### src/inc/srs_defines.vh
// srs_defines.vh: register map, field positions, reset values and sizes
// for the shift register set. Included by the design and the bench.
`ifndef SRS_DEFINES_VH
`define SRS_DEFINES_VH

// =====================================================================
// register map (byte addresses)
`define SRS_ADDR_W      4
`define SRS_OFF_CTRL    4'h0
`define SRS_OFF_STAT    4'h4
`define SRS_OFF_TAPS    4'h8

// =====================================================================
// fields and reset values
`define SRS_CTRL_INV_LSB 0
`define SRS_CTRL_INV_W   4
`define SRS_CTRL_RST     4'h0
`define SRS_RESP_OKAY    2'b00
`define SRS_RESP_SLVERR  2'b10

// =====================================================================
// stage counts
`define SRS_LONG_LEN    128
`define SRS_QUAD_LEN    32
`define SRS_MED_LEN     50

`endif
### src/core/srs_top.v
// srs_top.v: shift register set (converters, long static registers,
// bidirectional register) with an AXI4-Lite status/control slave.
// assumes all strobe and data inputs are synchronous to clk and that
// every strobe stays at one level for at least one clk cycle.
//
// Chosen here: the AXI4-Lite interface to the registers and the placing of the registers.
`timescale 1ns/10ps
`include "srs_defines.vh"

module srs_top (
   input  wire                   clk,
   input  wire                   rst_n,
   // AXI4-Lite slave
   input  wire [`SRS_ADDR_W-1:0] s_axi_awaddr,
   input  wire                   s_axi_awvalid,
   output reg                    s_axi_awready,
   input  wire [31:0]            s_axi_wdata,
   input  wire [3:0]             s_axi_wstrb,
   input  wire                   s_axi_wvalid,
   output reg                    s_axi_wready,
   output reg  [1:0]             s_axi_bresp,
   output reg                    s_axi_bvalid,
   input  wire                   s_axi_bready,
   input  wire [`SRS_ADDR_W-1:0] s_axi_araddr,
   input  wire                   s_axi_arvalid,
   output reg                    s_axi_arready,
   output reg  [31:0]            s_axi_rdata,
   output reg  [1:0]             s_axi_rresp,
   output reg                    s_axi_rvalid,
   input  wire                   s_axi_rready,
   // four-stage parallel-to-serial converter
   input  wire                   convClk,
   input  wire                   convClear,
   input  wire                   convPreset1,
   input  wire                   convPreset2,
   input  wire [3:0]             convSrc1,
   input  wire [3:0]             convSrc2,
   input  wire                   convSerialIn,
   output wire [3:0]             convQ,
   // eight-stage gated serial-to-parallel register
   input  wire                   gateClk,
   input  wire                   gateInA,
   input  wire                   gateInB,
   output reg  [7:0]             gateQ,
   // dual 128-stage registers
   input  wire [1:0]             longClk,
   input  wire [1:0]             longDataIn,
   input  wire [1:0]             recirculateDataIn,
   input  wire [1:0]             recirculateSelectN,
   output wire [1:0]             longOut,
   // quad 32-stage registers
   input  wire                   quadClk,
   input  wire [3:0]             quadDataIn,
   output wire [3:0]             quadOut,
   // dual 50-stage registers
   input  wire [1:0]             medClk,
   input  wire [1:0]             medDataIn,
   output wire [1:0]             medOut,
   // four-stage right-left register
   input  wire                   bidirMode,
   input  wire                   bidirClkRight,
   input  wire                   bidirClkLeft,
   input  wire                   bidirSerialIn,
   input  wire [3:0]             leftParallelIn,
   output wire [3:0]             bidirQ
);

   // ==================================================================
   // strobe sampling
   reg        convClk_q;
   reg        gateClk_q;
   reg [1:0]  longClk_q;
   reg        quadClk_q;
   reg [1:0]  medClk_q;
   reg        rClk_q;
   reg        lClk_q;

   always @(posedge clk or negedge rst_n) begin
      if (!rst_n) begin
         convClk_q <= 1'b0;
         gateClk_q <= 1'b0;
         longClk_q <= 2'h0;
         quadClk_q <= 1'b0;
         medClk_q  <= 2'h0;
         rClk_q    <= 1'b0;
         lClk_q    <= 1'b0;
      end else begin
         convClk_q <= convClk;
         gateClk_q <= gateClk;
         longClk_q <= longClk;
         quadClk_q <= quadClk;
         medClk_q  <= medClk;
         rClk_q    <= bidirClkRight;
         lClk_q    <= bidirClkLeft;
      end
   end

   wire       convRise = convClk & ~convClk_q;
   wire       convFall = ~convClk & convClk_q;
   wire       gateRise = gateClk & ~gateClk_q;
   wire       quadRise = quadClk & ~quadClk_q;
   wire       rRise    = bidirClkRight & ~rClk_q;
   wire       rFall    = ~bidirClkRight & rClk_q;
   wire       lRise    = bidirClkLeft & ~lClk_q;
   wire       lFall    = ~bidirClkLeft & lClk_q;

   reg  [`SRS_CTRL_INV_W-1:0] invMask_q;

   // ==================================================================
   // four-stage converter, master and slave ranks
   reg  [3:0] convM_q;
   reg  [3:0] convS_q;
   reg  [3:0] convLoad;

   always @* begin
      convLoad = convS_q;
      if (convPreset1 && !convPreset2)
         convLoad = convSrc1;
      else if (convPreset2 && !convPreset1)
         convLoad = convSrc2;
   end

   always @(posedge clk or negedge rst_n) begin
      if (!rst_n) begin
         convM_q <= 4'h0;
         convS_q <= 4'h0;
      end else if (convPreset1 || convPreset2) begin
         convM_q <= convLoad;
         convS_q <= convLoad;
      end else if (convClear) begin
         convM_q <= 4'h0;
         convS_q <= 4'h0;
      end else begin
         if (convRise)
            convM_q <= {convS_q[2:0], convSerialIn} ^ invMask_q;
         if (convFall)
            convS_q <= convM_q;
      end
   end
   assign convQ = convS_q;

   // ==================================================================
   // eight-stage gated register
   // and-gate of both inputs
   wire gateBit = gateInA & gateInB;

   always @(posedge clk or negedge rst_n) begin
      if (!rst_n) begin
         gateQ <= 8'h00;
      end else if (gateRise) begin
         gateQ <= {gateQ[6:0], gateBit};
      end else if (!gateBit) begin
         gateQ[0] <= 1'b0;
      end
   end

   // ==================================================================
   // dual 128-stage registers with recirculation
   genvar g;
   generate
      for (g = 0; g < 2; g = g + 1) begin : gLong
         reg [`SRS_LONG_LEN-1:0] sr_q;
         reg                     recLatch_q;
         wire                    rise = longClk[g] & ~longClk_q[g];
         always @(posedge clk or negedge rst_n) begin
            if (!rst_n) begin
               sr_q       <= {`SRS_LONG_LEN{1'b0}};
               recLatch_q <= 1'b0;
            end else begin
               // recirculation level followed while clock low, held while high
               if (!longClk[g])
                  recLatch_q <= recirculateDataIn[g];
               // own clock; select; primary at clock high
               if (rise)
                  sr_q <= {sr_q[`SRS_LONG_LEN-2:0],
                           recirculateSelectN[g] ? longDataIn[g]
                                                 : recLatch_q};
            end
         end
         assign longOut[g] = sr_q[`SRS_LONG_LEN-1];
      end

      for (g = 0; g < 4; g = g + 1) begin : gQuad
         reg [`SRS_QUAD_LEN-1:0] sr_q;
         reg                     in_q;
         always @(posedge clk or negedge rst_n) begin
            if (!rst_n) begin
               sr_q <= {`SRS_QUAD_LEN{1'b0}};
               in_q <= 1'b0;
            end else begin
               // read while low, shift on rise, else hold
               if (!quadClk)
                  in_q <= quadDataIn[g];
               if (quadRise)
                  sr_q <= {sr_q[`SRS_QUAD_LEN-2:0], in_q};
            end
         end
         assign quadOut[g] = sr_q[`SRS_QUAD_LEN-1];
      end

      // same scheme at 50 stages, one clock each
      for (g = 0; g < 2; g = g + 1) begin : gMed
         reg [`SRS_MED_LEN-1:0] sr_q;
         reg                    in_q;
         wire                   rise = medClk[g] & ~medClk_q[g];
         always @(posedge clk or negedge rst_n) begin
            if (!rst_n) begin
               sr_q <= {`SRS_MED_LEN{1'b0}};
               in_q <= 1'b0;
            end else begin
               if (!medClk[g])
                  in_q <= medDataIn[g];
               if (rise)
                  sr_q <= {sr_q[`SRS_MED_LEN-2:0], in_q};
            end
         end
         assign medOut[g] = sr_q[`SRS_MED_LEN-1];
      end
   endgenerate

   // ==================================================================
   // four-stage right-left register, master and slave ranks
   reg [3:0] bidM_q;
   reg [3:0] bidS_q;

   always @(posedge clk or negedge rst_n) begin
      if (!rst_n) begin
         bidM_q <= 4'h0;
         bidS_q <= 4'h0;
      end else if (!bidirMode) begin
         if (rRise)
            bidM_q <= {bidS_q[2:0], bidirSerialIn};
         if (rFall)
            bidS_q <= bidM_q;
      end else begin
         // parallel load; wiring makes it a left shift
         if (lRise)
            bidM_q <= leftParallelIn;
         if (lFall)
            bidS_q <= bidM_q;
      end
   end
   assign bidirQ = bidS_q;

   // ==================================================================
   // AXI4-Lite slave: one write and one read in flight
   reg                   awHeld_q;
   reg                   wHeld_q;
   reg [`SRS_ADDR_W-1:0] awAddr_q;
   reg [31:0]            wData_q;
   reg                   wStrb0_q;

   always @(posedge clk or negedge rst_n) begin
      if (!rst_n) begin
         s_axi_awready <= 1'b1;
         s_axi_wready  <= 1'b1;
         s_axi_bvalid  <= 1'b0;
         s_axi_bresp   <= `SRS_RESP_OKAY;
         awHeld_q      <= 1'b0;
         wHeld_q       <= 1'b0;
         awAddr_q      <= {`SRS_ADDR_W{1'b0}};
         wData_q       <= 32'h00000000;
         wStrb0_q      <= 1'b0;
         invMask_q     <= `SRS_CTRL_RST;
      end else begin
         if (s_axi_awvalid && s_axi_awready) begin
            awHeld_q      <= 1'b1;
            awAddr_q      <= s_axi_awaddr;
            s_axi_awready <= 1'b0;
         end
         if (s_axi_wvalid && s_axi_wready) begin
            wHeld_q      <= 1'b1;
            wData_q      <= s_axi_wdata;
            wStrb0_q     <= s_axi_wstrb[0];
            s_axi_wready <= 1'b0;
         end
         if (awHeld_q && wHeld_q && !s_axi_bvalid) begin
            awHeld_q     <= 1'b0;
            wHeld_q      <= 1'b0;
            s_axi_bvalid <= 1'b1;
            if (awAddr_q == `SRS_OFF_CTRL) begin
               s_axi_bresp <= `SRS_RESP_OKAY;
               if (wStrb0_q)
                  invMask_q <= wData_q[`SRS_CTRL_INV_LSB +:
                                       `SRS_CTRL_INV_W];
            end else if (awAddr_q == `SRS_OFF_STAT ||
                         awAddr_q == `SRS_OFF_TAPS) begin
               // read-only: write dropped
               s_axi_bresp <= `SRS_RESP_OKAY;
            end else begin
               s_axi_bresp <= `SRS_RESP_SLVERR;
            end
         end
         if (s_axi_bvalid && s_axi_bready) begin
            s_axi_bvalid  <= 1'b0;
            s_axi_awready <= 1'b1;
            s_axi_wready  <= 1'b1;
         end
      end
   end

   always @(posedge clk or negedge rst_n) begin
      if (!rst_n) begin
         s_axi_arready <= 1'b1;
         s_axi_rvalid  <= 1'b0;
         s_axi_rdata   <= 32'h00000000;
         s_axi_rresp   <= `SRS_RESP_OKAY;
      end else if (s_axi_arvalid && s_axi_arready) begin
         s_axi_arready <= 1'b0;
         s_axi_rvalid  <= 1'b1;
         s_axi_rresp   <= `SRS_RESP_OKAY;
         if (s_axi_araddr == `SRS_OFF_CTRL)
            s_axi_rdata <= {28'h0000000, invMask_q};
         else if (s_axi_araddr == `SRS_OFF_STAT)
            s_axi_rdata <= {16'h0000, bidS_q, convS_q, gateQ};
         else if (s_axi_araddr == `SRS_OFF_TAPS)
            s_axi_rdata <= {24'h000000, medOut, quadOut, longOut};
         else begin
            s_axi_rdata <= 32'h00000000;
            s_axi_rresp <= `SRS_RESP_SLVERR;
         end
      end else if (s_axi_rvalid && s_axi_rready) begin
         s_axi_rvalid  <= 1'b0;
         s_axi_arready <= 1'b1;
      end
   end

endmodule // srs_top

### config.mk
export PLATFORM = sky130hd
export DESIGN_NAME = srs_top
export DESIGN_NICKNAME = d
export VERILOG_FILES = /design/src/core/srs_top.v
export VERILOG_INCLUDE_DIRS = /design/src /design/src/inc
export SDC_FILE = /design/constraint.sdc
export NUM_CORES = 1
export LEC_CHECK = 0
export BUFFER_PORTS_ARGS = -buffer_cell sky130_fd_sc_hd__buf_2
export CORE_UTILIZATION = 50
export CTS_CLUSTER_DIAMETER = 30
export DETAILED_ROUTE_END_ITERATION = 12
export PLACE_DENSITY = 0.66
export SLEW_MARGIN = 20
export SYNTH_ARGS = -nofsm -noshare
export SYNTH_HDL_FRONTEND = slang
export SYNTH_SLANG_ARGS = --single-unit
### constraint.sdc
create_clock -name clk -period 2 [get_ports clk]
set_clock_uncertainty 0.15 [all_clocks]
set_input_delay 0.6 -clock clk [delete_from_list [all_inputs] [get_ports clk]]
set_output_delay 0.6 -clock clk [all_outputs]
set_load 0.05 [all_outputs]
==> summary.md, run 1 <==
| Metric | Value |
|---|---|
| Status | `finished, violations left` |
| Failing checks | `negative setup slack` |
| Hold WC Path Type | `primary input to register` |
| Slew margin rel. | `66.6%` |
| CTS tree | `done` |
| GP Congestion | `0.743` |
| RSZ-0062 raised after global routing | `yes` |
| Total grt overflow | `0` |
| Buf+Inv Stages, Crit Path | `1` |
| Slew @ Worst Pin | `0.498 ns` |
| Non-Filler Instances | `between 2000 and 2500` |
| Count of unique library cells instantiated by Yosys | `35` |
| Hold worst-path end | `s_axi_bvalid` |
| Routed Antenna Nets | `0` |
| R2r worst-path depth | `3` |
| Final nets | `1639` |
| Worst path slowest cell | `dfstp_2` |
| Crit-path max FO | `2` |
| Worst path arrival time | `1.31 ns` |
| Synthesized flop and latch total | `563` |
| Root Driver | `clkbuf_16` |
| Req. time, crit path | `1.25 ns` |
| Flop2flop setup slack | `approximately 0.07 ns` |
| Critical path's top delay family | `flip-flops` |
| Clock latency on the worst-skew pair | `just over 0.6 ns` |
| I/O Buffers | `107` |
| FP Rows | `75` |
| DR iter-0 viols | `424` |
| Vias in the first global route | `around 12000` |
| Layout cells sized above 1 | `57.1%` |
| Initial antenna violation count | `2` |
| Power density cells | `roughly 1300 mW/mm^2` |
| Combinational Power Share | `around a tenth` |
| CTS H-tree lvls | `3` |
| Initial Utilization | `50.8%` |
| Fin. max-slew vios | `0` |
| Via-to-Cell Ratio | `5.10` |
| Commonest cells after routing, fill and taps aside | `dfrtp_1 (551), mux2_2 (526), clkbuf_16 (111)` |
| Final min period | `2.06 ns` |
| Internal | `~0.027 W` |
| Placed cells | `1947` |
| Leak | `13.6 nW` |
| Largest net degree at the start of global routing | `75` |
| Chip Width | `209 um` |
| R2r startpoint | `awAddr_q[1]` |
| CORE AREA | `0.0420 mm^2` |
| # fillers | `2958` |
| I/O pins | `between 150 and 200` |
| CP Launch Type | `register` |
| Total number of vias | `11130` |
| Area Growth Syn to Fin | `28.7%` |
| Fmax | `485 MHz` |
| Setup Crit Path Kind | `register to primary output` |
| Worst-path cell chain | `buf_8` |
| Die area | `0.0435 mm^2` |
| Worst-path clk slew | `0.05 ns` |
| Drt first pass iters | `6` |
| Crit path capture type | `primary output` |
| P_sw | `0.00860 W` |
| Hold_sp | `s_axi_bready` |
| Hold Violations, Final | `0` |
| Avg Inst Size Synth | `16.4 um^2` |
| Total CTS buffers | `108` |
| Seq/Total Area, Yosys | `between 60% and 70%` |
| Die H | `209 um` |
| # setup viols final | `3` |
| Yosys warnings | `0` |
| DR DRC count | `0` |
| Reg-to-Reg End | `invMask_q[1]` |
| Hold_ws | `0.0460 ns` |
| Gate Count Post-Synth | `approximately 1300` |
| Setup TNS | `-0.148 ns` |
| Total Wirelength | `34800 um` |
| Wire per inst | `around 16 um` |
| Sequential power share | `38.2%` |
| VDD IR max | `0.758 mV` |
| Final worst path period share | `103%` |
| GR Util All Layers | `~17%` |
| Clock power frac | `51.6%` |
| Sw Ratio | `23.8%` |
| WHS Path Cells | `2` |
| Clock sinks | `563` |
| Longest Clk Path Bufs | `3` |
| Commonest non-fill, non-tap cell in the layout | `dfrtp_1` |
| Post-Syn Area | `about 0.021 mm^2` |
| First-pass GRT wire length | `60700 um` |
| Crit-path max cell delay | `0.55 ns` |
| Final worst slack | `-0.0625 ns` |
| Post-detail-place hpwl | `21100 um` |
| Max-cap violations | `0` |
-- state kept, by name, summed over array words and instances (netlist names), 2 cells and up --
register / flops
awAddr_q: 4
bidM_q: 4
bidirQ: 4
convM_q: 4
convQ: 4
gLong.recLatch_q: 2
gLong.sr_q: 256
gMed.in_q: 2
gMed.sr_q: 100
gQuad.in_q: 4
gQuad.sr_q: 128
gateQ: 8
invMask_q: 4
longClk_q: 2
medClk_q: 2
s_axi_rdata: 16
wData_q: 4
-- cell type report --
cell class | count | area (um^2) | share of cell area (%)
antenna | 1 | 2.50 | 0.00911
clock buffer | 133 | 3010 | 11.0
clock inverter | 72 | 873 | 3.18
inverter | 9 | 33.8 | 0.123
multi-input combinational | 662 | 6810 | 24.8
sequential | 563 | 14100 | 51.4
tap | 539 | 674 | 2.46
timing repair buffer | 203 | 1960 | 7.14
-- layer usage --
layer / up-vias / track usage [%] / part of all wire (%)
met5: - / 0 / 0
met4: 0 / 7.38 / 2.1
met3: 55 / 4.10 / 4.6
met2: 185 / 27.9 / 50
met1: 5749 / 22.1 / 44
li1: 5141 / - / -
-- cell usage after synthesis, drive strengths merged --
library cell	number	area share [%]
dfrtp	560	66
mux2	526	28
buf	79	2.3
nand2	21	0.37
o21ai	17	0.40
nor2b	10	0.29
nor3	10	0.31
inv	9	0.16
a22o	8	0.33
a22oi	8	0.28
clkbuf	7	0.12
a21boi	6	0.21
a2bb2oi	4	0.16
a31oi	4	0.12
nor2	4	0.070
o41ai	4	0.16
xor2	4	0.16
a21oi	3	0.070
dfstp	3	0.37
mux2i	3	0.14
nand2b	2	0.059
a211oi	1	0.035
a21o	1	0.035
a32o	1	0.047
conb	1	0.018
nand3	1	0.023
nand3b	1	0.035
nor4b	1	0.11
o211a	1	0.047
o32ai	1	0.076
or3	1	0.029
or4b	1	0.064
-- power groups by stage --
stage	clock (W)	combinational, W	sequential, W
2_1_floorplan	0	0.00196	0.0142
3_3_place_gp	0	0.00329	0.0139
3_5_place_dp	0	0.00339	0.0140
4_1_cts	0.0190	0.00373	0.0138
5_1_grt	0.0196	0.00398	0.0140
6_report	0.0186	0.00366	0.0138
-- cells by family after synthesis --
family | synth area share (%)
compound gates | 1.98
xor+xnor | 0.164
buf+inv | 2.58
flops | 66.0
mux | 27.9
other cells | 0.0176
simple gates | 1.37
-- how the worst max path moves through the flow --
stage | from | to | cells after the start
floorplan | longClk[0] | gLong[0].sr_q[45] | 4
CTS | s_axi_wready | s_axi_wready | 1
finish | s_axi_wready | s_axi_wready | 1
detailed placement | longClk[1] | gLong[1].sr_q[100] | 5
global placement | bidirMode | bidM_q[0] | 3
global route | s_axi_wready | s_axi_wready | 1
-- through the flow --
stage	utilization (%)	total power [W]	instance area [um^2]	setup slack, ns
2_1_floorplan	-	0.0161	21400	0.193
3_3_place_gp	54.8	0.0172	23100	0.0907
3_5_place_dp	54.8	0.0174	23100	0.0859
4_1_cts	65.3	0.0366	27500	-0.0965
5_1_grt	65.3	0.0376	27500	-0.111
6_report	65.3	0.0361	27500	-0.0625
-- repair_timing --
action | CTS | global route
endpoints found under the setup margin | 46 | 8
gates resized for setup | 92 | 3
endpoints found under the hold margin | 193 | 0
hold buffers | 12 | 0
setup buffers | 17 | 0
Note: power is estimated with default switching activity, not from simulation.
==> run 2, diff against run 1 <==
--- a/config.mk
+++ b/config.mk
@@ -7,7 +7,9 @@
 export NUM_CORES = 1
 export LEC_CHECK = 0
 export BUFFER_PORTS_ARGS = -buffer_cell sky130_fd_sc_hd__buf_2
+export CORE_MARGIN = 2
 export CORE_UTILIZATION = 50
+export CTS_BUF_LIST = sky130_fd_sc_hd__clkbuf_4
 export CTS_CLUSTER_DIAMETER = 30
 export DETAILED_ROUTE_END_ITERATION = 12
 export PLACE_DENSITY = 0.66
==> summary.md, run 2 (synthesis results as in run 1) <==
| Metric | Value |
|---|---|
| CORE AREA | `0.0420 mm^2` |
| # setup viols final | `47` |
| Setup TNS | `-10.48 ns` |
| Max-cap violations | `0` |
| Buf+Inv Stages, Crit Path | `1` |
| Area Growth Syn to Fin | `23.2%` |
| Clock latency on the worst-skew pair | `0.91 ns` |
| VDD IR max | `0.623 mV` |
| Slew @ Worst Pin | `0.701 ns` |
| Setup Crit Path Kind | `register to primary output` |
| Drt first pass iters | `4` |
| Crit-path max FO | `2` |
| CTS H-tree lvls | `4` |
| Worst-path clk slew | `0.07 ns` |
| Total CTS buffers | `150` |
| # fillers | `around 3200` |
| GR Util All Layers | `16.9%` |
| Hold_ws | `0.0220 ns` |
| Hold Violations, Final | `0` |
| FP Rows | `75` |
| Post-detail-place hpwl | `20600 um` |
| Fmax | `425 MHz` |
| First-pass GRT wire length | `60000 um` |
| Longest Clk Path Bufs | `3` |
| Largest net degree at the start of global routing | `102` |
| Leak | `approximately 13 nW` |
| Crit path capture type | `primary output` |
| Slew margin rel. | `between 50% and 60%` |
| Total number of vias | `11624` |
| Placed cells | `1937` |
| Req. time, crit path | `1.25 ns` |
| CP Launch Type | `register` |
| Final nets | `1761` |
| Biggest register | `gLong.sr_q` |
| Hold WC Path Type | `primary input to register` |
| Final worst slack | `-0.351 ns` |
| Die area | `0.0444 mm^2` |
| Crit-path max cell delay | `roughly 0.55 ns` |
| Final min period | `approximately 2.4 ns` |
| Failing checks | `negative setup slack` |
| Initial Utilization | `50.8%` |
| Fin. max-slew vios | `0` |
| Max FFs per register | `256` |
| Wire per inst | `15.0 um` |
| Area occupied by registers | `0.0141 mm^2` |
| Total Wirelength | `~35000 um` |
| GP Congestion | `around 0.77` |
| DR iter-0 viols | `371` |
| Root Driver | `clkbuf_4` |
| Vias in the first global route | `between 10000 and 15000` |
| Worst path arrival time | `1.60 ns` |
| Worst path slowest cell | `dfstp_2` |
| I/O pins | `157` |
| Chip Width | `approximately 210 um` |
| Commonest cells after routing, fill and taps aside | `dfrtp_1 (552), mux2_2 (526), clkbuf_4 (213)` |
| DR DRC count | `0` |
| Die H | `211 um` |
| Area taken by multi-input logic gates | `0.00681 mm^2` |
| Layout cells sized above 1 | `between 50% and 60%` |
| I/O Buffers | `between 100 and 150` |
| Non-Filler Instances | `roughly 2300` |
| Initial antenna violation count | `2` |
| Via-to-Cell Ratio | `between 5 and 6` |
| Total grt overflow | `0` |
| Biggest regs | `gLong.sr_q x256, gQuad.sr_q x128, gMed.sr_q x100` |
| Clock sinks | `563` |
| RSZ-0062 raised after global routing | `yes` |
| Status | `finished, violations left` |
| Final worst path period share | `118%` |
| Critical path's top delay family | `flip-flops` |
| CTS tree | `done` |
| Power density cells | `1060 mW/mm^2` |
| Routed Antenna Nets | `0` |
| Commonest non-fill, non-tap cell in the layout | `dfrtp_1` |
| Worst-path cell chain | `buf_8` |
run 2: final timing paths:
check                                   from           endpoint  slack, ns  cells after the start
max                            s_axi_arready      s_axi_arready      -0.35                      1
min                              convSrc1[3]           convQ[3]       0.02                      4
max reg2reg                     s_axi_bvalid       invMask_q[0]       0.05                      5
min reg2reg                gLong[0].sr_q[86]  gLong[0].sr_q[87]       0.32                      1
max in group asynchronous              rst_n   gMed[0].sr_q[43]       0.41                      3
min in group asynchronous              rst_n     s_axi_rdata[4]       0.14                      3
run 2: tightest hold or removal path, stage by stage:
cell,delay (ns)
buf_2,0.08
mux2_2,0.13
a22oi_1,0.07
a2bb2oi_1,0.16
run 2: per-layer routing:
layer  wire [um]  part of all wire, %  GRT usage, %
met3        1480                  4.3          5.07
met2       16800                   48          26.5
met4         908                  2.6          8.91
met1       15500                   45          21.2
met5           0                    0             0
run 2: where the power goes:
group	internal (W)	leakage (nW)	total (W)	switching, W
combinational	0.00213	4.50	0.00391	0.00178
sequential	0.0129	7.53	0.0137	0.000802
clock	0.00578	1.15	0.0102	0.00444
run 2: timing repair:
item | CTS | global route
setup endpoints to repair | 47 | 49
gates resized for setup | 105 | 0
setup buffers | 37 | 11
hold buffers | 72 | 1
pin swaps | 0 | 1
hold endpoints to repair | 635 | 1
cloned | 0 | 0
run 2: per-stage QoR:
stage	util, %	instance area [um^2]	power (W)	setup WS [ns]
after floorplan	-	21400	0.0161	0.193
after global placement	54.6	22900	0.0171	0.0882
after detailed placement	54.6	22900	0.0173	0.0705
after CTS	62.4	26200	0.0284	-0.504
after global routing	62.6	26300	0.0295	-0.454
final	62.6	26300	0.0279	-0.351
run 2: layout make-up:
class	instances	area share (%)
Sequential cell	563	53.6
Multi-Input combinational cell	662	25.9
Timing Repair Buffer	283	10.3
Clock buffer	213	6.08
Tap cell	539	2.56
Clock inverter	41	1.37
Inverter	9	0.128
Antenna cell	3	0.0285
